File: src/shared/boag_defs.vh
// constants for the branch and operand address generator
`ifndef BOAG_DEFS_VH
`define BOAG_DEFS_VH

// ----------------------------------------
// program counter operations
// ----------------------------------------
`define BOAG_PC_SEQ 3'h0
`define BOAG_PC_REL 3'h1
`define BOAG_PC_LONG 3'h2
`define BOAG_PC_SHORT 3'h3
`define BOAG_PC_TABLE 3'h4
`define BOAG_PC_REG 3'h5

// ----------------------------------------
// branch targets and table
// ----------------------------------------
`define BOAG_SHORT_CALL_HI 5'h01
`define BOAG_TABLE_BASE_HI 10'h001
`define BOAG_SIGN_BIT 7

// ----------------------------------------
// operand addressing modes
// ----------------------------------------
`define BOAG_AM_DIRECT 3'h0
`define BOAG_AM_SADDR 3'h1
`define BOAG_AM_SADDRP 3'h2
`define BOAG_AM_SFR 3'h3
`define BOAG_AM_SFRP 3'h4

// ----------------------------------------
// fixed spaces
// ----------------------------------------
`define BOAG_RAM_PAGE 8'hFE
`define BOAG_SFR_PAGE 8'hFF
`define BOAG_SADDR_WRAP 8'h20
`define BOAG_SFR_GAP_LO 8'hD0
`define BOAG_SFR_GAP_HI 8'hDF
`define BOAG_SFRP_A 8'hE0
`define BOAG_SFRP_B 8'hE4
`define BOAG_SFRP_C 8'hE8

// ----------------------------------------
// general registers and implied operations
// ----------------------------------------
`define BOAG_CODE_X 3'h0
`define BOAG_CODE_A 3'h1
`define BOAG_IMP_NONE 2'h0
`define BOAG_IMP_MUL 2'h1
`define BOAG_IMP_DIV 2'h2
`define BOAG_IMP_ACC 2'h3
`define BOAG_DIV_ZERO_Q 16'hFFFF

// ----------------------------------------
// control registers
// ----------------------------------------
`define BOAG_ADDR_MEM_SIZE 16'hFFF0
`define BOAG_ADDR_WDT_MODE 16'hFFF9
`define BOAG_ADDR_OSC_SETTLE 16'hFFFA
`define BOAG_ADDR_CPU_CLOCK 16'hFFFB
`define BOAG_RST_MEM_SIZE 8'hCF
`define BOAG_RST_WDT_MODE 8'h00
`define BOAG_RST_OSC_SETTLE 8'h04
`define BOAG_RST_CPU_CLOCK 8'h00

`endif

File: src/boag_top.v
// branch and operand address generator with general register banks
`include "boag_defs.vh"

// How it works
// - sequential fetch moves the program counter on by the instruction length.
// - relative branch adds sign-extended 8-bit displacement to next instruction address.
// - long call and branch load the 16-bit immediate into the counter.
// - short-form call reaches only 0800H to 0FFFH from its 11-bit field.
// - table call uses opcode bits 1 to 5 to pick a table entry.
// - call table sits at 40H to 7FH, each entry a full 16-bit target.
// - register branch copies the accumulator pair into the counter.
// - multiply takes A as multiplicand and writes 16-bit product to AX.
// - word divide reads dividend from AX and writes quotient back to AX.
// - decimal adjust and digit rotate work on A with no operand field.
// - 3-bit code picks an 8-bit register inside the flag-selected bank.
// - byte codes map X,A,C,B,E,D,L,H; pair codes map AX,BC,DE,HL.
// - direct addressing uses the 16-bit immediate unchanged as address.
// - short direct operand below 20H sets address bit 8, else clears it.
// - short direct FE20H-FEFFH is RAM, FF00H-FF1FH is special registers.
// - word short direct operands must be even.
// - sfr operand reaches FF00H-FFCFH and FFE0H-FFFFH only.
// - word sfr operand names only 16-bit capable registers at even addresses.
// - memory size register resets to CFH, software rewrites it.
module boag_top #(
  parameter [15:0] RESET_PC = 16'h0000,
  parameter [7:0] CPU_CLOCK_RESET = `BOAG_RST_CPU_CLOCK
) (
  // clock and reset
  input wire clk_in,
  input wire rst_in,
  // program counter requests
  input wire pc_req_in,
  input wire [2:0] pc_op_in,
  input wire [2:0] instr_len_in,
  input wire [7:0] disp_in,
  input wire [15:0] imm16_in,
  input wire [10:0] imm11_in,
  input wire [4:0] table_index_in,
  output reg [15:0] pc_out,
  output reg pc_busy_out,
  // branch table read
  output reg table_rd_out,
  output reg [15:0] table_addr_out,
  input wire table_valid_in,
  input wire [15:0] table_data_in,
  // operand address requests
  input wire opnd_req_in,
  input wire [2:0] opnd_mode_in,
  input wire [7:0] opnd8_in,
  output reg [15:0] ea_out,
  output reg ea_is_ram_out,
  output reg ea_is_sfr_out,
  output reg ea_fault_out,
  output reg ea_valid_out,
  // bank select flags
  input wire bank_select_low_in,
  input wire bank_select_high_in,
  // general register access
  input wire [2:0] reg_code_in,
  input wire [1:0] pair_code_in,
  input wire reg_wr_in,
  input wire pair_wr_in,
  input wire [15:0] reg_wdata_in,
  output reg [7:0] reg_rdata_out,
  output reg [15:0] pair_rdata_out,
  // implied operations
  input wire [1:0] imp_op_in,
  input wire [7:0] imp_opnd_in,
  input wire [7:0] imp_result_in,
  output reg [7:0] acc_out,
  output reg [15:0] acc_pair_out,
  // control register access
  input wire [15:0] data_addr_in,
  input wire data_wr_in,
  input wire data_rd_in,
  input wire [7:0] data_wdata_in,
  output reg [7:0] data_rdata_out,
  output reg data_hit_out,
  // control register contents
  output reg [7:0] memory_size_switch_out,
  output reg [7:0] watchdog_mode_control_out,
  output reg [7:0] osc_settle_time_select_out,
  output reg [7:0] cpu_clock_control_out
);

  localparam ST_IDLE = 1'b0;
  localparam ST_TABLE = 1'b1;

  reg state;
  reg [7:0] regs [0:31];
  wire [1:0] bank;
  wire [4:0] acc_idx;
  wire [4:0] x_idx;
  wire [15:0] cur_pair;
  wire [15:0] product;
  wire [15:0] quotient;
  wire [15:0] calc_pc;
  wire [15:0] calc_ea;
  wire calc_ram;
  wire calc_sfr;
  wire calc_fault;
  reg [2:0] next_op;
  wire pc_take;
  wire hit_mem_size;
  wire hit_wdt_mode;
  wire hit_osc_settle;
  wire hit_cpu_clock;

  // ----------------------------------------
  // bank and implied register indexes
  // ----------------------------------------
  assign bank = {bank_select_high_in, bank_select_low_in};
  assign acc_idx = {bank, `BOAG_CODE_A};
  assign x_idx = {bank, `BOAG_CODE_X};
  assign cur_pair = {regs[acc_idx], regs[x_idx]};

  // implied arithmetic on A and AX
  assign product = regs[acc_idx] * imp_opnd_in;
  assign quotient = (imp_opnd_in == 8'h00) ? `BOAG_DIV_ZERO_Q :
                    cur_pair / {8'h00, imp_opnd_in};

  // ----------------------------------------
  // general register banks, one entry each
  // ----------------------------------------
  genvar gi;
  generate
    for (gi = 0; gi < 32; gi = gi + 1) begin : g_reg
      wire in_bank;
      wire byte_hit;
      wire pair_hit;
      wire is_acc;
      wire is_x;
      assign in_bank = (gi[4:3] == bank);
      assign byte_hit = in_bank && (gi[2:0] == reg_code_in);
      assign pair_hit = in_bank && (gi[2:1] == pair_code_in);
      assign is_acc = in_bank && (gi[2:0] == `BOAG_CODE_A);
      assign is_x = in_bank && (gi[2:0] == `BOAG_CODE_X);
      // implied writes take precedence over explicit writes
      always @(posedge clk_in or posedge rst_in) begin
        if (rst_in) begin
          regs[gi] <= 8'h00;
        end else if ((imp_op_in == `BOAG_IMP_MUL) && (is_acc || is_x)) begin
          regs[gi] <= is_acc ? product[15:8] : product[7:0];
        end else if ((imp_op_in == `BOAG_IMP_DIV) && (is_acc || is_x)) begin
          regs[gi] <= is_acc ? quotient[15:8] : quotient[7:0];
        end else if ((imp_op_in == `BOAG_IMP_ACC) && is_acc) begin
          regs[gi] <= imp_result_in;
        end else if (pair_wr_in && pair_hit) begin
          regs[gi] <= gi[0] ? reg_wdata_in[15:8] : reg_wdata_in[7:0];
        end else if (reg_wr_in && byte_hit) begin
          regs[gi] <= reg_wdata_in[7:0];
        end
      end
    end
  endgenerate

  // register read ports, registered
  always @(posedge clk_in or posedge rst_in) begin
    if (rst_in) begin
      reg_rdata_out <= 8'h00;
      pair_rdata_out <= 16'h0000;
      acc_out <= 8'h00;
      acc_pair_out <= 16'h0000;
    end else begin
      reg_rdata_out <= regs[{bank, reg_code_in}];
      pair_rdata_out <= {regs[{bank, pair_code_in, 1'b1}], regs[{bank, pair_code_in, 1'b0}]};
      acc_out <= regs[acc_idx];
      acc_pair_out <= cur_pair;
    end
  end

  // ----------------------------------------
  // program counter sequencing
  // ----------------------------------------
  assign pc_take = pc_req_in && (state == ST_IDLE);

  // table entries are read from program memory, so choose the data path
  always @* begin
    if (state == ST_TABLE) begin
      next_op = `BOAG_PC_TABLE;
    end else begin
      next_op = pc_op_in;
    end
  end

  boag_pc_calc u_pc_calc (
    .pc_in(pc_out),
    .len_in(instr_len_in),
    .op_in(next_op),
    .disp_in(disp_in),
    .imm16_in(imm16_in),
    .imm11_in(imm11_in),
    .table_data_in(table_data_in),
    .acc_pair_in(cur_pair),
    .next_pc_out(calc_pc)
  );

  // counter update and table fetch state machine
  always @(posedge clk_in or posedge rst_in) begin
    if (rst_in) begin
      state <= ST_IDLE;
      pc_out <= RESET_PC;
      pc_busy_out <= 1'b0;
      table_rd_out <= 1'b0;
      table_addr_out <= 16'h0000;
    end else begin
      table_rd_out <= 1'b0;
      case (state)
        ST_IDLE: begin
          if (pc_take && (pc_op_in == `BOAG_PC_TABLE)) begin
            state <= ST_TABLE;
            pc_busy_out <= 1'b1;
            table_rd_out <= 1'b1;
            table_addr_out <= {`BOAG_TABLE_BASE_HI, table_index_in, 1'b0};
          end else if (pc_take) begin
            pc_out <= calc_pc;
          end
        end
        ST_TABLE: begin
          if (table_valid_in) begin
            pc_out <= calc_pc;
            state <= ST_IDLE;
            pc_busy_out <= 1'b0;
          end
        end
        default: begin
          state <= ST_IDLE;
          pc_busy_out <= 1'b0;
        end
      endcase
    end
  end

  // ----------------------------------------
  // operand effective address
  // ----------------------------------------
  boag_opnd_addr u_opnd_addr (
    .mode_in(opnd_mode_in),
    .opnd8_in(opnd8_in),
    .imm16_in(imm16_in),
    .ea_out(calc_ea),
    .is_ram_out(calc_ram),
    .is_sfr_out(calc_sfr),
    .fault_out(calc_fault)
  );

  // results held until the next request
  always @(posedge clk_in or posedge rst_in) begin
    if (rst_in) begin
      ea_out <= 16'h0000;
      ea_is_ram_out <= 1'b0;
      ea_is_sfr_out <= 1'b0;
      ea_fault_out <= 1'b0;
      ea_valid_out <= 1'b0;
    end else begin
      ea_valid_out <= opnd_req_in;
      if (opnd_req_in) begin
        ea_out <= calc_ea;
        ea_is_ram_out <= calc_ram;
        ea_is_sfr_out <= calc_sfr;
        ea_fault_out <= calc_fault;
      end
    end
  end

  // ----------------------------------------
  // control registers
  // ----------------------------------------
  assign hit_mem_size = (data_addr_in == `BOAG_ADDR_MEM_SIZE);
  assign hit_wdt_mode = (data_addr_in == `BOAG_ADDR_WDT_MODE);
  assign hit_osc_settle = (data_addr_in == `BOAG_ADDR_OSC_SETTLE);
  assign hit_cpu_clock = (data_addr_in == `BOAG_ADDR_CPU_CLOCK);

  // byte writes from the core
  always @(posedge clk_in or posedge rst_in) begin
    if (rst_in) begin
      memory_size_switch_out <= `BOAG_RST_MEM_SIZE;
      watchdog_mode_control_out <= `BOAG_RST_WDT_MODE;
      osc_settle_time_select_out <= `BOAG_RST_OSC_SETTLE;
      cpu_clock_control_out <= CPU_CLOCK_RESET;
    end else if (data_wr_in) begin
      if (hit_mem_size) begin
        memory_size_switch_out <= data_wdata_in;
      end
      if (hit_wdt_mode) begin
        watchdog_mode_control_out <= data_wdata_in;
      end
      if (hit_osc_settle) begin
        osc_settle_time_select_out <= data_wdata_in;
      end
      if (hit_cpu_clock) begin
        cpu_clock_control_out <= data_wdata_in;
      end
    end
  end

  // read data one cycle after the read strobe
  always @(posedge clk_in or posedge rst_in) begin
    if (rst_in) begin
      data_rdata_out <= 8'h00;
      data_hit_out <= 1'b0;
    end else if (data_rd_in) begin
      data_hit_out <= hit_mem_size | hit_wdt_mode | hit_osc_settle | hit_cpu_clock;
      if (hit_mem_size) begin
        data_rdata_out <= memory_size_switch_out;
      end else if (hit_wdt_mode) begin
        data_rdata_out <= watchdog_mode_control_out;
      end else if (hit_osc_settle) begin
        data_rdata_out <= osc_settle_time_select_out;
      end else if (hit_cpu_clock) begin
        data_rdata_out <= cpu_clock_control_out;
      end else begin
        data_rdata_out <= 8'h00; // unmapped reads as zero
      end
    end else begin
      data_hit_out <= 1'b0;
    end
  end

endmodule // boag_top

File: src/boag_pc_calc.v
// next program counter value for every branch and fetch kind
`include "boag_defs.vh"

module boag_pc_calc (
  // current state
  input wire [15:0] pc_in,
  input wire [2:0] len_in,
  // request
  input wire [2:0] op_in,
  input wire [7:0] disp_in,
  input wire [15:0] imm16_in,
  input wire [10:0] imm11_in,
  input wire [15:0] table_data_in,
  input wire [15:0] acc_pair_in,
  // result
  output reg [15:0] next_pc_out
);

  wire [15:0] seq_pc;
  wire [15:0] disp_ext;

  // ----------------------------------------
  // sequential and relative targets
  // ----------------------------------------
  assign seq_pc = pc_in + {13'h0000, len_in};
  assign disp_ext = {{8{disp_in[`BOAG_SIGN_BIT]}}, disp_in};

  // target select
  always @* begin
    case (op_in)
      `BOAG_PC_SEQ: next_pc_out = seq_pc;
      `BOAG_PC_REL: next_pc_out = seq_pc + disp_ext;
      `BOAG_PC_LONG: next_pc_out = imm16_in;
      `BOAG_PC_SHORT: next_pc_out = {`BOAG_SHORT_CALL_HI, imm11_in};
      `BOAG_PC_TABLE: next_pc_out = table_data_in;
      `BOAG_PC_REG: next_pc_out = acc_pair_in;
      default: next_pc_out = seq_pc;
    endcase
  end

endmodule // boag_pc_calc

File: src/boag_opnd_addr.v
// effective operand address for direct, short direct and sfr forms
`include "boag_defs.vh"

module boag_opnd_addr (
  // request
  input wire [2:0] mode_in,
  input wire [7:0] opnd8_in,
  input wire [15:0] imm16_in,
  // result
  output reg [15:0] ea_out,
  output reg is_ram_out,
  output reg is_sfr_out,
  output reg fault_out
);

  wire short_hi;
  wire [7:0] short_page;
  wire sfr_gap;
  wire sfrp_ok;

  // ----------------------------------------
  // short direct page and sfr checks
  // ----------------------------------------
  assign short_hi = (opnd8_in < `BOAG_SADDR_WRAP);
  assign short_page = short_hi ? `BOAG_SFR_PAGE : `BOAG_RAM_PAGE;
  assign sfr_gap = (opnd8_in >= `BOAG_SFR_GAP_LO) && (opnd8_in <= `BOAG_SFR_GAP_HI);
  assign sfrp_ok = (opnd8_in == `BOAG_SFRP_A) || (opnd8_in == `BOAG_SFRP_B) ||
                   (opnd8_in == `BOAG_SFRP_C);

  // address form per mode
  always @* begin
    ea_out = imm16_in;
    is_ram_out = 1'b0;
    is_sfr_out = 1'b0;
    fault_out = 1'b0;
    case (mode_in)
      `BOAG_AM_DIRECT: begin
        ea_out = imm16_in;
      end
      `BOAG_AM_SADDR, `BOAG_AM_SADDRP: begin
        ea_out = {short_page, opnd8_in};
        is_ram_out = ~short_hi;
        is_sfr_out = short_hi;
        if (mode_in == `BOAG_AM_SADDRP) begin
          fault_out = opnd8_in[0];
        end
      end
      `BOAG_AM_SFR, `BOAG_AM_SFRP: begin
        ea_out = {`BOAG_SFR_PAGE, opnd8_in};
        is_sfr_out = ~sfr_gap;
        fault_out = sfr_gap;
        if (mode_in == `BOAG_AM_SFRP) begin
          fault_out = ~sfrp_ok;
        end
      end
      default: begin
        fault_out = 1'b1;
      end
    endcase
  end

endmodule // boag_opnd_addr

File: config.mk
export PLATFORM = sky130hd
export DESIGN_NAME = boag_top
export DESIGN_NICKNAME = d
export VERILOG_FILES = /design/src/boag_top.v /design/src/boag_pc_calc.v /design/src/boag_opnd_addr.v
export VERILOG_INCLUDE_DIRS = /design/src /design/src/shared
export SDC_FILE = /design/constraint.sdc
export NUM_CORES = 2
export LEC_CHECK = 0
export BUFFER_PORTS_ARGS = -buffer_cell sky130_fd_sc_hd__buf_2
export CORE_MARGIN = 5
export CORE_UTILIZATION = 35
export CTS_BUF_LIST = sky130_fd_sc_hd__clkbuf_4 sky130_fd_sc_hd__clkbuf_8 sky130_fd_sc_hd__clkbuf_16
export CTS_CLUSTER_SIZE = 16
export DETAILED_ROUTE_END_ITERATION = 6
export GPL_ROUTABILITY_DRIVEN = 0
export MAX_ROUTING_LAYER = met4
export SKIP_CTS_REPAIR_TIMING = 1
export SYNTH_ARGS = -nofsm -noshare
export SYNTH_HDL_FRONTEND = slang
export SYNTH_HIERARCHICAL = 1
export SYNTH_SLANG_ARGS = --single-unit
File: constraint.sdc
create_clock -name clk_in -period 40 [get_ports clk_in]
set_input_delay 8 -clock clk_in [delete_from_list [all_inputs] [get_ports clk_in]]
set_output_delay 8 -clock clk_in [all_outputs]
set_load 0.02 [all_outputs]
==> run summary <==
The average wire per standard cell is 23.5 µm. Beginning of the worst hold path: table_addr_out[3]. After synthesis, the mean cell area works out to 9.68 µm². The number of flops mapped to enable cells by yosys came out at 0.

Yosys attributes the largest share of cell area to dfrtp_1 30%, mux4_2 8.8%, mux2_2 7.4%. The most prevalent standard cell on the critical path is o21a_1. Max-cap violations in this run came to 0.

The share of layout cells above drive strength 1 was 0.241; the residual DRC count was 0. The run gives 0 as the number of max-slew violations in the final report. The detailed router placed 27,100 vias in this run. The number of cells on the worst reg-to-reg path was 139.

For this block, the initial DRC count from the detailed router was 2,616. Entering global routing, the biggest net connects 143 pins. No sink is reached through more buffers than the 3 on the longest clock path.

In this run the standard cell core region covers 0.0881 mm². The setup-violating endpoint count in the final report was 0; the count of buffers from port buffering was 279. The floorplan has 109 rows.

Adding up every negative setup slack in the final design gives 0 ns. The final critical-path share of the clock period works out to 0.939. The endpoint identified for the worst register-to-register timing path is regs[184]. Pin placement for this block handled 290 I/O pins. Clock tree synthesis selected as its root buffer the cell clkbuf_16.

In this run the number of cells on the critical path is 136. The run gives 0.143 as the worst-case headroom to the max-slew limit. At the worst endpoint, the required time is 40.48 ns.

dfrtp_1 takes more of the synthesized area than any other cell. After technology mapping, the gate count stands at 3,197. The logs give 0 for the hold violation count in the final report and 6 for the initial antenna violation count. The height of the chip is 307 µm, and the CTS clock-pin slew for the worst setup and hold paths is 0.06 ns. The die footprint is 0.0944 mm².

After synthesis, the netlist uses 110 different library cells. The tools report the sequential share of the synthesized area as 0.309. Among cell families on the critical path, the largest total delay comes from compound AO/OA/AOI/OAI gates. The final net count came out at 3,738. The final routed wirelength across all metal layers is 108,000 µm, and the overall track demand over capacity in global routing is 0.225. Along the worst path, the maximum fanout reaches 38. The first global-routing pass estimated 162,000 µm of wire.

For flop-to-flop paths, the worst setup slack is 9.54 ns. In this run the worst hold path is classified as reg -> reg. Data arrives at the worst endpoint at 38.03 ns. Counting the fill cells in the layout gives 8,812. In the layout the commonest cells are 375 x dfrtp_1, 358 x nor2_1, 274 x buf_2. The run finished with clean final reports. The layout overhead on the synthesized area is 13.8%, and the number of clock buffers inserted by TritonCTS is 47. The critical path is of the in -> reg type.

The logs give 0.00957 mm² for the area used by sequential logic in the layout and 0.0504 ns for the worst setup skew after layout. TritonCTS built the clock tree. Number of warnings reported in the yosys synthesis log: 6. The critical path startpoint category was a primary input. The clock latency reported for the late side of the worst-skew pair came out at 0.61 ns. The clock drives 382 sinks. The most critical setup path has its endpoint at regs[184]. The origin of the worst setup path was bank_select_high_in. The buffers plus inverters on the worst setup path is 8, and the horizontal die dimension is 307 µm. For this run, the detailed router's first-pass iteration total came to 5. Setup repair after global routing left no endpoint under its margin.

The proportion of register bits with asynchronous set or reset after synthesis came out at 1.00. The maximum operating frequency is 0.0266 GHz, and the via-per-instance ratio is 5.88. The via count of the first global-routing pass is 25,900.

The largest single stage delay on the critical path is 0.75 ns. The worst register-to-register path begins at regs[119]. The most used flip-flop cell after synthesis is dfrtp_1. For the pin with the worst max-slew slack, the measured transition is 1.28 ns.

After synthesis the netlist holds a flip-flop and latch count of 382. The overall overflow remaining after global route came out at 0. The highest-delay cell along the critical path was mux4_2. Final period demand of the worst path: 37.55 ns. The initial standard-cell utilization of the core was 0.351; the post-detailed-route count of antenna-violating nets was 0. The logs give 79,400 µm for the estimated wirelength of the detail-placed design and 2 for the CTS H-tree depth. STA classifies the critical path endpoint as a register. Area of the mapped netlist: 0.0309 mm².

Summing all multi-input logic gate instances after layout gives 0.0203 mm². The area fraction of the dominant cell type after synthesis is 0.303. Most common cell after layout, fill and taps aside: dfrtp_1.
[cell families (layout without fill, tap and decap cells)]
kind of cell               Yosys count  count (layout)  synth area share
muxes                              557             557             0.238
and+or+nand+nor                    860             860             0.127
buffers and inverters              292             521            0.0388
other                                1              14          0.000121
xor gates and xnor gates            71              71            0.0203
DFF                                382             382             0.309
adders and majority gates          195             195            0.0881
AOI/OAI and AO/OA                  839             839             0.178
[metal layers]
metal / track usage / vias to the layer above / routed length [µm]
met5: - / - / 0
met4: 0.0742 / 0 / 4170
met3: 0.0309 / 233 / 7480
met2: 0.369 / 1129 / 52200
met1: 0.290 / 13400 / 44100
li1: - / 12300 / -
[flip-flops by register name, summed over array words and instances, names as in the netlist, 16 cells and up]
| name | cells |
|---|---|
| regs | 256 |
| pair_rdata_out | 16 |
| pc_out | 16 |
| ea_out | 16 |
[how the worst min path moves through the flow]
stage | to | depth (start not counted)
floorplan | regs[183] | 2
global placement | table_addr_out[6] | 1
detailed placement | table_addr_out[2] | 2
CTS | table_addr_out[2] | 2
global route | table_addr_out[6] | 1
finish | table_addr_out[3] | 2
[worst min-delay path, cell delays in order, from the launching register on]
cell	delay, ns
dfrtp_1	0.33
nand2_1	0.05
nand2_1	0.06
[metrics by stage]
step                instance area (µm²)  hold slack (ns)  setup WS [ns]  cells  utilization
floorplan                         31000            0.461           3.20   3206            -
global placement                  33400            0.447           1.21   4504        0.379
finish                            35200            0.469           2.45   4604        0.399
detailed placement                33400            0.462          0.452   4504        0.379
global route                      35200            0.493         0.0329   4603        0.399
CTS                               35100            0.474          0.993   4592        0.398
[cell usage after synthesis, types with 52 or more instances]
cell / instances
dfrtp_1: 375
nor2_1: 360
a21oi_1: 265
mux2i_1: 229
nand2_1: 225
mux2_2: 204
ha_1: 157
clkbuf_1: 140
mux4_2: 121
o21ai_0: 103
inv_1: 101
o21a_1: 65
nor3_1: 58
o22ai_1: 52
[cell type report]
cell class,instances,area share
well taps,1165,0.0414
clock inverters,32,0.0113
clock buffers,56,0.0364
diodes,4,0.000284
inverters,103,0.0112
multi-input cells,2532,0.576
flip-flops and latches,382,0.272
repair buffers,330,0.0516
Power is not shown: default switching activity piles up to over one toggle a cycle in this logic, so the estimate is an artifact.
